`config.mk`:
```
export PLATFORM = sky130hd
export DESIGN_NAME = pem_port_e_upper_pin_mux
export DESIGN_NICKNAME = d
export VERILOG_FILES = /design/src/common/pem_pkg.sv /design/src/rtl/pem_port_e_upper_pin_mux.sv
export SDC_FILE = /design/constraint.sdc
export NUM_CORES = 1
export LEC_CHECK = 0
export ABC_AREA = 0
export BUFFER_PORTS_ARGS = -buffer_cell sky130_fd_sc_hd__buf_2
export CAP_MARGIN = 10
export CORE_UTILIZATION = 51
export CTS_BUF_LIST = sky130_fd_sc_hd__clkbuf_4
export DETAILED_ROUTE_END_ITERATION = 7
export PLACE_DENSITY = 0.86
export SETUP_SLACK_MARGIN = 0.15
export SYNTH_ARGS = -nofsm -noshare
export SYNTH_HDL_FRONTEND = slang
export SYNTH_SLANG_ARGS = --single-unit
```
`constraint.sdc`:
```
create_clock -name aclk -period 2.2 [get_ports aclk]
set_input_delay 0.22 -clock aclk [delete_from_list [all_inputs] [get_ports aclk]]
set_output_delay 0.22 -clock aclk [all_outputs]
set_load 0.03 [all_outputs]
```
`src/common/pem_pkg.sv`:
```
/*
 * Constants, register map and carrier types for the upper-half port pin
 * multiplexer. Assumes an AXI4-Lite master with 32-bit data.
 */
package pem_pkg;

	// ------------------------------------------------------------
	// Register map
	// ------------------------------------------------------------
	localparam int          ADDR_W            = 8;
	localparam logic [7:0]  OFS_PIN_LEVELS    = 8'h00;
	localparam logic [7:0]  OFS_OUTPUT_LATCH  = 8'h04;
	localparam logic [7:0]  OFS_DIRECTION     = 8'h08;
	localparam logic [7:0]  OFS_PAD_CONFIG    = 8'h0c;
	localparam logic [7:0]  OFS_OPEN_DRAIN_1  = 8'h10;
	localparam logic [7:0]  OFS_OPEN_DRAIN_2  = 8'h14;

	// ------------------------------------------------------------
	// Reset values and implemented bits
	// ------------------------------------------------------------
	localparam logic [7:0]  RST_LATCH         = 8'h00;
	localparam logic [7:0]  RST_DIRECTION     = 8'hff;
	localparam logic [7:0]  RST_PAD_CONFIG    = 8'h00;
	localparam logic [7:0]  RST_OPEN_DRAIN    = 8'h00;
	localparam logic [7:0]  MASK_PAD_FULL     = 8'he6;
	localparam logic [7:0]  MASK_PAD_SMALL    = 8'hc6;
	localparam logic [7:0]  MASK_OD1          = 8'he1;
	localparam logic [7:0]  MASK_OD2_FULL     = 8'hff;
	localparam logic [7:0]  MASK_OD2_REDUCED  = 8'h3f;
	localparam logic [7:0]  MASK_UPPER_PINS   = 8'hf0;

	// ------------------------------------------------------------
	// Field positions
	// ------------------------------------------------------------
	localparam int          UPPER_LSB         = 4;
	localparam int          PAD_PULLUP_BIT    = 6;
	localparam int          OD1_CH2_BIT       = 6;
	localparam int          OD2_CH8_BIT       = 5;
	localparam int          OD2_CH7_BIT       = 4;
	localparam int          OD2_CH6_BIT       = 3;
	localparam int          OD2_CH9_BIT       = 6;
	localparam int          OD2_CH10_BIT      = 7;
	localparam int          CH2_PIN           = 3;

	// ------------------------------------------------------------
	// Bus responses
	// ------------------------------------------------------------
	localparam logic [1:0]  RESP_OKAY         = 2'b00;
	localparam logic [1:0]  RESP_SLVERR       = 2'b10;

	// ------------------------------------------------------------
	// Carriers, index 0..3 stands for pins 4..7
	// ------------------------------------------------------------
	typedef struct packed {
		logic [3:0] cc_en;
		logic [3:0] cc_out;
		logic [3:0] pwm_en;
		logic [3:0] pwm_out;
		logic [3:0] pwm_shut;
		logic [3:0] pwm_tri;
	} pem_alt_t;

	typedef struct packed {
		logic       active;
		logic [3:0] drive;
		logic [3:0] dout;
	} pem_bus_t;

endpackage

```
`src/rtl/pem_port_e_upper_pin_mux.sv`:
```
/*
 * Pin multiplexing and direction logic for pins 4 to 7 of an 8-bit port,
 * with an AXI4-Lite register slave. Assumes peripheral and configuration
 * inputs come from logic on aclk; only the pin levels are asynchronous.
 */
`timescale 1ns/1ps

module pem_port_e_upper_pin_mux #(
	parameter bit EXT_BUS_PRESENT = 1'b1,
	parameter bit REDUCED_MEMBER  = 1'b0
) (
	// Clock and reset
	input  wire logic                       aclk,
	input  wire logic                       aresetn,
	// AXI4-Lite write
	input  wire logic                       s_axi_awvalid,
	output logic                            s_axi_awready,
	input  wire logic [pem_pkg::ADDR_W-1:0] s_axi_awaddr,
	input  wire logic                       s_axi_wvalid,
	output logic                            s_axi_wready,
	input  wire logic [31:0]                s_axi_wdata,
	input  wire logic [3:0]                 s_axi_wstrb,
	output logic                            s_axi_bvalid,
	input  wire logic                       s_axi_bready,
	output logic [1:0]                      s_axi_bresp,
	// AXI4-Lite read
	input  wire logic                       s_axi_arvalid,
	output logic                            s_axi_arready,
	input  wire logic [pem_pkg::ADDR_W-1:0] s_axi_araddr,
	output logic                            s_axi_rvalid,
	input  wire logic                       s_axi_rready,
	output logic [31:0]                     s_axi_rdata,
	output logic [1:0]                      s_axi_rresp,
	// Configuration
	input  wire logic                       channel_two_pin_select,
	input  wire logic                       microcontroller_mode,
	// Peripherals
	input  wire pem_pkg::pem_alt_t          alt,
	input  wire pem_pkg::pem_bus_t          ext_bus,
	output logic [3:0]                      capture_in,
	output logic [3:0]                      ext_bus_din,
	// Pads
	input  wire logic [3:0]                 pin_in,
	output logic [3:0]                      pin_out,
	output logic [3:0]                      pin_oe,
	output logic                            port_e_pullup_enable
);

	// ------------------------------------------------------------
	// Helpers
	// ------------------------------------------------------------
	function automatic logic [7:0] merge_byte(input logic [7:0] old, input logic [31:0] wd,
		input logic [3:0] strb, input logic [7:0] mask);
		merge_byte = strb[0] ? (wd[7:0] & mask) : old;
	endfunction

	// Open-drain channels only drive the pad low; a high releases it.
	function automatic logic drive_enable(input logic od, input logic level);
		drive_enable = od ? ~level : 1'b1;
	endfunction

	// ------------------------------------------------------------
	// Registers
	// ------------------------------------------------------------
	logic [7:0]                 latch_q;
	logic [7:0]                 dir_q;
	logic [7:0]                 pad_q;
	logic [7:0]                 od1_q;
	logic [7:0]                 od2_q;
	logic [3:0]                 sync1_q;
	logic [3:0]                 sync2_q;
	logic [3:0]                 pin_out_q;
	logic [3:0]                 pin_oe_q;
	logic [3:0]                 capture_q;
	logic [3:0]                 bus_din_q;
	logic                       aw_held_q;
	logic                       w_held_q;
	logic [pem_pkg::ADDR_W-1:0] awaddr_q;
	logic [31:0]                wdata_q;
	logic [3:0]                 wstrb_q;
	logic                       bvalid_q;
	logic [1:0]                 bresp_q;
	logic                       rvalid_q;
	logic [31:0]                rdata_q;
	logic [1:0]                 rresp_q;
	logic                       awready_q;
	logic                       wready_q;
	logic                       arready_q;

	wire logic [7:0] pad_mask = EXT_BUS_PRESENT ? pem_pkg::MASK_PAD_FULL : pem_pkg::MASK_PAD_SMALL;
	wire logic [7:0] od2_mask = REDUCED_MEMBER ? pem_pkg::MASK_OD2_REDUCED : pem_pkg::MASK_OD2_FULL;

	// ------------------------------------------------------------
	// Pin muxing
	// ------------------------------------------------------------
	wire logic       route_ch2 = ~channel_two_pin_select & microcontroller_mode;
	wire logic       bus_act   = EXT_BUS_PRESENT & ext_bus.active;
	wire logic [3:0] dir_up    = dir_q[7:4];
	wire logic [3:0] latch_up  = latch_q[7:4];
	wire logic [3:0] pin_route = {route_ch2, 3'b111};
	wire logic [3:0] cc_act    = alt.cc_en & pin_route;
	wire logic [3:0] pwm_act   = alt.pwm_en & pin_route;
	wire logic [3:0] cc_od     = {od1_q[pem_pkg::OD1_CH2_BIT], od2_q[pem_pkg::OD2_CH6_BIT],
		od2_q[pem_pkg::OD2_CH7_BIT], od2_q[pem_pkg::OD2_CH8_BIT]};
	logic [3:0] out_d;
	logic [3:0] oe_d;

	for (genvar i = 0; i < 4; i++) begin : g_pin
		// Bus first, then input, then capture/compare, then PWM, then latch.
		assign out_d[i] = bus_act ? ext_bus.dout[i] :
			cc_act[i] ? alt.cc_out[i] :
			pwm_act[i] ? alt.pwm_out[i] : latch_up[i];
		assign oe_d[i] = bus_act ? ext_bus.drive[i] :
			dir_up[i] ? 1'b0 :
			cc_act[i] ? drive_enable(cc_od[i], alt.cc_out[i]) :
			pwm_act[i] ? ~(alt.pwm_shut[i] & alt.pwm_tri[i]) : 1'b1;
	end

	wire logic [3:0] capture_d = cc_act & dir_up & sync2_q & {4{~bus_act}};
	wire logic [3:0] bus_din_d = sync2_q & {4{bus_act}};

	always_ff @(posedge aclk) begin
		if (!aresetn) begin
			sync1_q   <= 4'h0;
			sync2_q   <= 4'h0;
			pin_out_q <= 4'h0;
			pin_oe_q  <= 4'h0;
			capture_q <= 4'h0;
			bus_din_q <= 4'h0;
		end else begin
			sync1_q   <= pin_in;
			sync2_q   <= sync1_q;
			pin_out_q <= out_d;
			pin_oe_q  <= oe_d;
			capture_q <= capture_d;
			bus_din_q <= bus_din_d;
		end
	end

	// ------------------------------------------------------------
	// AXI4-Lite write channel
	// ------------------------------------------------------------
	wire logic                       aw_take = s_axi_awvalid & s_axi_awready;
	wire logic                       w_take  = s_axi_wvalid & s_axi_wready;
	wire logic                       aw_have = aw_held_q | aw_take;
	wire logic                       w_have  = w_held_q | w_take;
	wire logic                       wr_go   = aw_have & w_have & ~bvalid_q;
	wire logic [pem_pkg::ADDR_W-1:0] wa      = aw_held_q ? awaddr_q : s_axi_awaddr;
	wire logic [31:0]                wd      = w_held_q ? wdata_q : s_axi_wdata;
	wire logic [3:0]                 ws      = w_held_q ? wstrb_q : s_axi_wstrb;
	wire logic                       wr_lat  = wr_go & ((wa == pem_pkg::OFS_PIN_LEVELS) |
		(wa == pem_pkg::OFS_OUTPUT_LATCH));
	wire logic                       wr_dir  = wr_go & (wa == pem_pkg::OFS_DIRECTION);
	wire logic                       wr_pad  = wr_go & (wa == pem_pkg::OFS_PAD_CONFIG);
	wire logic                       wr_od1  = wr_go & (wa == pem_pkg::OFS_OPEN_DRAIN_1);
	wire logic                       wr_od2  = wr_go & (wa == pem_pkg::OFS_OPEN_DRAIN_2);
	wire logic                       wr_hit  = wr_lat | wr_dir | wr_pad | wr_od1 | wr_od2;
	wire logic                       aw_held_d = aw_have & ~wr_go;
	wire logic                       w_held_d  = w_have & ~wr_go;
	wire logic                       bvalid_d  = wr_go | (bvalid_q & ~s_axi_bready);

	assign s_axi_awready = awready_q;
	assign s_axi_wready  = wready_q;

	always_ff @(posedge aclk) begin
		if (!aresetn) begin
			aw_held_q <= 1'b0;
			w_held_q  <= 1'b0;
			awaddr_q  <= '0;
			wdata_q   <= 32'h0;
			wstrb_q   <= 4'h0;
			bvalid_q  <= 1'b0;
			bresp_q   <= pem_pkg::RESP_OKAY;
		end else begin
			aw_held_q <= aw_have & ~wr_go;
			w_held_q  <= w_have & ~wr_go;
			if (aw_take) begin
				awaddr_q <= s_axi_awaddr;
			end
			if (w_take) begin
				wdata_q <= s_axi_wdata;
				wstrb_q <= s_axi_wstrb;
			end
			if (wr_go) begin
				bvalid_q <= 1'b1;
				bresp_q  <= wr_hit ? pem_pkg::RESP_OKAY : pem_pkg::RESP_SLVERR;
			end else if (s_axi_bready) begin
				bvalid_q <= 1'b0;
			end
		end
	end

	// Writing the pin-levels register lands in the latch, as on any port.
	always_ff @(posedge aclk) begin
		if (!aresetn) begin
			latch_q <= pem_pkg::RST_LATCH;
			dir_q   <= pem_pkg::RST_DIRECTION;
			pad_q   <= pem_pkg::RST_PAD_CONFIG;
			od1_q   <= pem_pkg::RST_OPEN_DRAIN;
			od2_q   <= pem_pkg::RST_OPEN_DRAIN;
		end else begin
			latch_q <= wr_lat ? merge_byte(latch_q, wd, ws, 8'hff) : latch_q;
			dir_q   <= wr_dir ? merge_byte(dir_q, wd, ws, 8'hff) : dir_q;
			pad_q   <= wr_pad ? merge_byte(pad_q, wd, ws, pad_mask) : pad_q;
			od1_q   <= wr_od1 ? merge_byte(od1_q, wd, ws, pem_pkg::MASK_OD1) : od1_q;
			od2_q   <= wr_od2 ? merge_byte(od2_q, wd, ws, od2_mask) : od2_q;
		end
	end

	// ------------------------------------------------------------
	// AXI4-Lite read channel
	// ------------------------------------------------------------
	// Lower pins belong to another block, so their levels read as zero here.
	wire logic [7:0] levels_rd = {sync2_q, 4'h0} & pem_pkg::MASK_UPPER_PINS;
	wire logic       rd_take   = s_axi_arvalid & s_axi_arready;
	wire logic       rvalid_d  = rd_take | (rvalid_q & ~s_axi_rready);
	logic [7:0]      rd_byte;
	logic            rd_hit;

	always_comb begin
		rd_hit  = 1'b1;
		case (s_axi_araddr)
			pem_pkg::OFS_PIN_LEVELS:   rd_byte = levels_rd;
			pem_pkg::OFS_OUTPUT_LATCH: rd_byte = latch_q;
			pem_pkg::OFS_DIRECTION:    rd_byte = dir_q;
			pem_pkg::OFS_PAD_CONFIG:   rd_byte = pad_q;
			pem_pkg::OFS_OPEN_DRAIN_1: rd_byte = od1_q;
			pem_pkg::OFS_OPEN_DRAIN_2: rd_byte = od2_q & od2_mask;
			default: begin
				rd_byte = 8'h00;
				rd_hit  = 1'b0;
			end
		endcase
	end

	assign s_axi_arready = arready_q;

	always_ff @(posedge aclk) begin
		if (!aresetn) begin
			rvalid_q <= 1'b0;
			rdata_q  <= 32'h0;
			rresp_q  <= pem_pkg::RESP_OKAY;
		end else if (rd_take) begin
			rvalid_q <= 1'b1;
			rdata_q  <= {24'h0, rd_byte};
			rresp_q  <= rd_hit ? pem_pkg::RESP_OKAY : pem_pkg::RESP_SLVERR;
		end else if (s_axi_rready) begin
			rvalid_q <= 1'b0;
		end
	end

	// Ready flags are registered from next-state terms, so every port comes from a flop.
	always_ff @(posedge aclk) begin
		if (!aresetn) begin
			awready_q <= 1'b1;
			wready_q  <= 1'b1;
			arready_q <= 1'b1;
		end else begin
			awready_q <= ~aw_held_d & ~bvalid_d;
			wready_q  <= ~w_held_d & ~bvalid_d;
			arready_q <= ~rvalid_d;
		end
	end

	// ------------------------------------------------------------
	// Outputs
	// ------------------------------------------------------------
	assign s_axi_bvalid         = bvalid_q;
	assign s_axi_bresp          = bresp_q;
	assign s_axi_rvalid         = rvalid_q;
	assign s_axi_rdata          = rdata_q;
	assign s_axi_rresp          = rresp_q;
	assign pin_out              = pin_out_q;
	assign pin_oe               = pin_oe_q;
	assign capture_in           = capture_q;
	assign ext_bus_din          = bus_din_q;
	assign port_e_pullup_enable = pad_q[pem_pkg::PAD_PULLUP_BIT];

	for (genvar i = 0; i < 4; i++) begin : g_chk

	end
endmodule
```
Word-level counts from Yosys, hierarchy flattened
Cells that the tools add are included.
- divide/modulo/power cells: 0
- bitwise logic cells: 54
- $add $sub $neg: 0
- multiply operators: 0
- order comparisons: 0
- muxes and demuxes: 43
- reduce and logical (&&, ||, !) cells: 10
- shift operators: 0
- equal/unequal tests: 10
- operators with widths (kind ; number):
    one-hot mux 8 bit (6 select lines) ; 1
    two-way mux 1 bit ; 38
    == test 8 x 4 -> 1 bit (second input constant) ; 4
    == test 8 x 5 -> 1 bit (second input constant) ; 4
    AND 4 bit ; 6
    AND 1 bit ; 21
    inverter 1 bit ; 18
    == test 8 x 3 -> 1 bit (second input constant) ; 2
    zero test 8 bit ; 2
    two-way mux 8 bit ; 2
    AND reduction 2 bit ; 5
    OR 1 bit ; 9
    OR reduction 6 bit ; 1
    two-way mux 2 bit ; 2
    nonzero test 2 bit ; 2
- ROM bits: 0
- input bits: 98
- memories kept: 0
- latch bits: 0
- register bits after elaboration: 93
- memory bits (writable): 0

Logic depth before layout (Yosys ltp)
- depth in word-level cells: 10
- gate-level depth with buffers: 7
- depth with buffers taken out: 4

Least setup slack after synthesis
No wires, ideal clock.
- path type: reg2reg
- start: register awready_q (netlist: s_axi_awready)
- end: register od1_q[0]
- stages on the path, launching flop included: 6
- required time: 2.128 ns
- data arrival time: 1.820 ns
- buffers on the path: 1
- path slack: 0.308 ns
- path through: dfxtp_1 > clkbuf_1 > a21oi_1 > nor3_1 > nor4b_4 > mux2i_1
- word-level cells in the longest chain between the ends: 6
- ends and longest elaborated chain (item ; line ; source):
    from (decl) ; pem_port_e_upper_pin_mux.sv:86 ; logic awready_q;
    from (signal assigned) ; pem_port_e_upper_pin_mux.sv:259 ; awready_q <= ~aw_held_d & ~bvalid_d;
    AND 1 bit ; pem_port_e_upper_pin_mux.sv:143 ; wire logic aw_take = s_axi_awvalid & s_axi_awready;
    OR 1 bit ; pem_port_e_upper_pin_mux.sv:145 ; wire logic aw_have = aw_held_q | aw_take;
    AND 1 bit (2 in series) ; pem_port_e_upper_pin_mux.sv:147 ; wire logic wr_go = aw_have & w_have & ~bvalid_q;
    AND 1 bit ; pem_port_e_upper_pin_mux.sv:155 ; wire logic wr_od1 = wr_go & (wa == pem_pkg::OFS_OPEN_DRAIN_1);
    AND reduction 2 bit (no source line) ; - ;
    to (signal assigned) ; pem_port_e_upper_pin_mux.sv:199 ; od1_q <= pem_pkg::RST_OPEN_DRAIN;
    to (signal assigned) ; pem_port_e_upper_pin_mux.sv:205 ; od1_q <= wr_od1 ? merge_byte(od1_q, wd, ws, pem_pkg::MASK_OD1) : od1_q;
    to (decl) ; pem_port_e_upper_pin_mux.sv:68 ; logic [7:0] od1_q;
Every way passes these cells.
A chain may end at the register's enable or synchronous reset.

Worst setup path in the final report
- start: register aw_held_q
- end: register latch_q[1]
- word-level cells in the longest chain between the ends: 5
- elaborated cells between the ends (all ways): 9
- ends and longest elaborated chain (item ; line ; source):
    from (decl) ; pem_port_e_upper_pin_mux.sv:76 ; logic aw_held_q;
    from (signal assigned) ; pem_port_e_upper_pin_mux.sv:175 ; aw_held_q <= aw_have & ~wr_go;
    two-way mux 8 bit or OR 1 bit (tied branches) ; pem_port_e_upper_pin_mux.sv:148, pem_port_e_upper_pin_mux.sv:145 ;
    == test 8 x 3 -> 1 bit, or another cell as far along ; pem_port_e_upper_pin_mux.sv:152 ; (wa == pem_pkg::OFS_OUTPUT_LATCH));
    OR 1 bit or AND 1 bit (tied branches) ; pem_port_e_upper_pin_mux.sv:151, pem_port_e_upper_pin_mux.sv:147 ;
    AND 1 bit * ; pem_port_e_upper_pin_mux.sv:151 ; wire logic wr_lat = wr_go & ((wa == pem_pkg::OFS_PIN_LEVELS) |
    AND reduction 2 bit (no source line) * ; - ;
    to (signal assigned) ; pem_port_e_upper_pin_mux.sv:196 ; latch_q <= pem_pkg::RST_LATCH;
    to (signal assigned) ; pem_port_e_upper_pin_mux.sv:202 ; latch_q <= wr_lat ? merge_byte(latch_q, wd, ws, 8'hff) : latch_q;
    to (decl) ; pem_port_e_upper_pin_mux.sv:65 ; logic [7:0] latch_q;
Every way passes the cells marked *; elsewhere a longest branch is shown, timed or not.

==> metrics.yaml <==
status:
  status: "finished, final reports clean"
sta:
  setup_viol: 0
  slew_viol_final: 0
  final.setup.tns_ps: 0
  rsz0062_at_grt: "no"
  skew_ps: 19.9
  whs_ps: 15.3
  worst_pin_slew_ps: 587
  relSlewSlack: 0.605
  fin_crit_sh: 0.924
  hold_viol: 0
  fin_crit_ps: 2030
  fmax_mhz: 492
place:
  dp_hpwl_mm: 7.45
  portBuffers: 102
  gp_congestion: 0.795
  dp.cells: 643
setup_path:
  critPathLaunchType: "register"
  crit_required_ps: 2570
  r2r-start: "aw_held_q"
  critPathLaunch: "aw_held_q"
  crit_type: "register to register"
  worstPathMaxFanout: 9
  arrival_ps: 2400
  endpoint_kind: "register"
yosys:
  netlist.area_leader.share: 0.437
  yosys.area.top_type: "dfxtp_1"
  synthArstFlopShare: 0
  synthTopCellsByArea: "dfxtp_1 44%, mux2i_1 9.4%, nand2_1 6.8%"
  synth.avg_cell_area_um2: 9.24
  synthTopCellsByCount: "91 x dfxtp_1, 75 x nand2_1, 39 x mux2i_1, 28 x buf_4, 24 x a21oi_1"
  synth_seq_cells: 91
  syn_area_um2: 4170
  synth_edf_count: 0
  postSynthCellCount: 451
  synth_cell_types: 50
  synth_warnings: 0
  yosysMostFrequentCell: "dfxtp_1"
  synth-main-ff-cell: "dfxtp_1"
  yosysSeqAreaShare: 0.437
route:
  finalWirelength_mm: 10.5
  first_iter_violations: 316
  wl_per_cell_um: 15.6
  drt-pass1-iter-count: 5
  viasPerCell: 5.52
  ant_nets: 0
  vias: 3717
  drc: 0
clock_network:
  numCtsBuffers: 9
  clock_latency_ps: 460
  cts_buffer_depth: 2
  cts-root-buf: "clkbuf_4"
  clk_pin_slew_ps: 140
  clkSinkCount: 91
  tritoncts: "built"
  cts_max_level: 3
global_route:
  grt_pass1_wl_mm: 16.4
  grt_overflow: 0
  grt_max_degree: 32
  grt_pass1_vias: 3399
  track_usage: 0.247
  antenna_found_initial: 0
floorplan:
  io_pins: 156
  initial_core_util: 0.534
  num_rows: 32
  die_w_um: 92.4
  die_y_um: 92.4
  die-area_um2: 8540
  core_area_um2: 7810
hold_path:
  hp-class: "input pin to register"
  hp-start: "s_axi_wdata[5]"
layout:
  fillers: 652
  final_cells: 673
  n_antenna_cell: 0
  fin_nets: 664
  layout-drive-gt1-share: 0.282
  syn_to_final_growth_pct: 19.9
power:
  power_density_nw_per_um2: 658
  ir_worst_vdd_mv: 0.401
  p_leak_nw: 2.18
run:
  maxCapViolCount: 0
[flip-flops by register name (all words and copies together), names as in the netlist, 5 cells and up]
register and flops:
pad_q 5, wdata_q 8, od2_q 8, latch_q 8, s_axi_rdata 8, awaddr_q 8, dir_q 8
[layer usage]
layer	track usage	up-vias	share of wire
li1	-	1789	-
met1	0.300	1774	0.43
met2	0.426	134	0.50
met3	0.0419	20	0.048
met4	0.107	0	0.020
met5	0	-	0
[final timing paths]
kind,endpoint,slack [ps],cells after the start
hold reg to reg,sync2_q[1],450,1
setup / recovery,latch_q[1],170,5
hold / removal,wdata_q[5],20,3
setup reg to reg,latch_q[1],170,5
[cell usage in the layout (no fill, tap or decap), types with 3 or more instances in the layout]
cell type	n
a22o_1	6
nand4b_1	3
nand2b_1	3
conb_1	26
dlygate4sd3_1	13
a311oi_1	3
a21oi_1	24
buf_2	102
nand3_1	15
mux2i_1	39
a32o_1	3
buf_4	14
nand2_1	75
inv_1	3
nor4_1	9
nor2b_1	6
o21ai_0	22
a31oi_1	8
and2_1	10
mux2_2	16
nor3_1	8
and3_1	4
dfxtp_1	91
a22oi_1	5
clkbuf_4	10
nor2_1	16
[logic make-up after synthesis]
logic type,count (synthesis),share of synthesized area
other,1,0.000899
flip-flops,91,0.437
buffers and inverters,53,0.0768
multiplexers,57,0.143
AO/OA/AOI/OAI,90,0.141
AND/OR/NAND/NOR,159,0.201
[report_power, final]
part           total (mW)  internal (mW)  switching (mW)
registers            1.74           1.70          0.0347
logic               0.579          0.211           0.368
clock network       0.974          0.373           0.601
total                3.29           2.29            1.00
[cell type report]
type	instances	area [um^2]	share of cell area
inverter	3	11.3	0.00225
sequential	91	1820	0.364
tap	102	128	0.0255
clock buffer	10	75.1	0.0150
multi-input combinational	332	2140	0.429
timing repair buffer	129	746	0.149
clock inverter	6	73.8	0.0148
[repair_timing]
action / CTS / global route
endpoints found under the setup margin: 0 / 19
endpoints found under the hold margin: 11 / 2
gates resized for setup: 0 / 3
buffers inserted: 0 / 1
hold buffers: 11 / 2
[through the flow]
| step | util | setup slack, ps | instance area [um^2] | total power [mW] |
|---|---|---|---|---|
| floorplan | - | 308 | 4260 | 2.17 |
| detailed placement | 0.601 | 188 | 4690 | 2.32 |
| global placement | 0.601 | 355 | 4690 | 2.29 |
| CTS | 0.634 | 157 | 4950 | 3.28 |
| finish | 0.640 | 167 | 5000 | 3.29 |
| global route | 0.640 | 98.2 | 5000 | 3.42 |
[critical path: stages (launching register included)]
cell,delay [ps]
dfxtp_1,390
buf_4,200
nor4_1,460
o21ai_2,220
or3_4,480
mux2i_1,210
No activity file was read; power rests on OpenSTA's default activity.
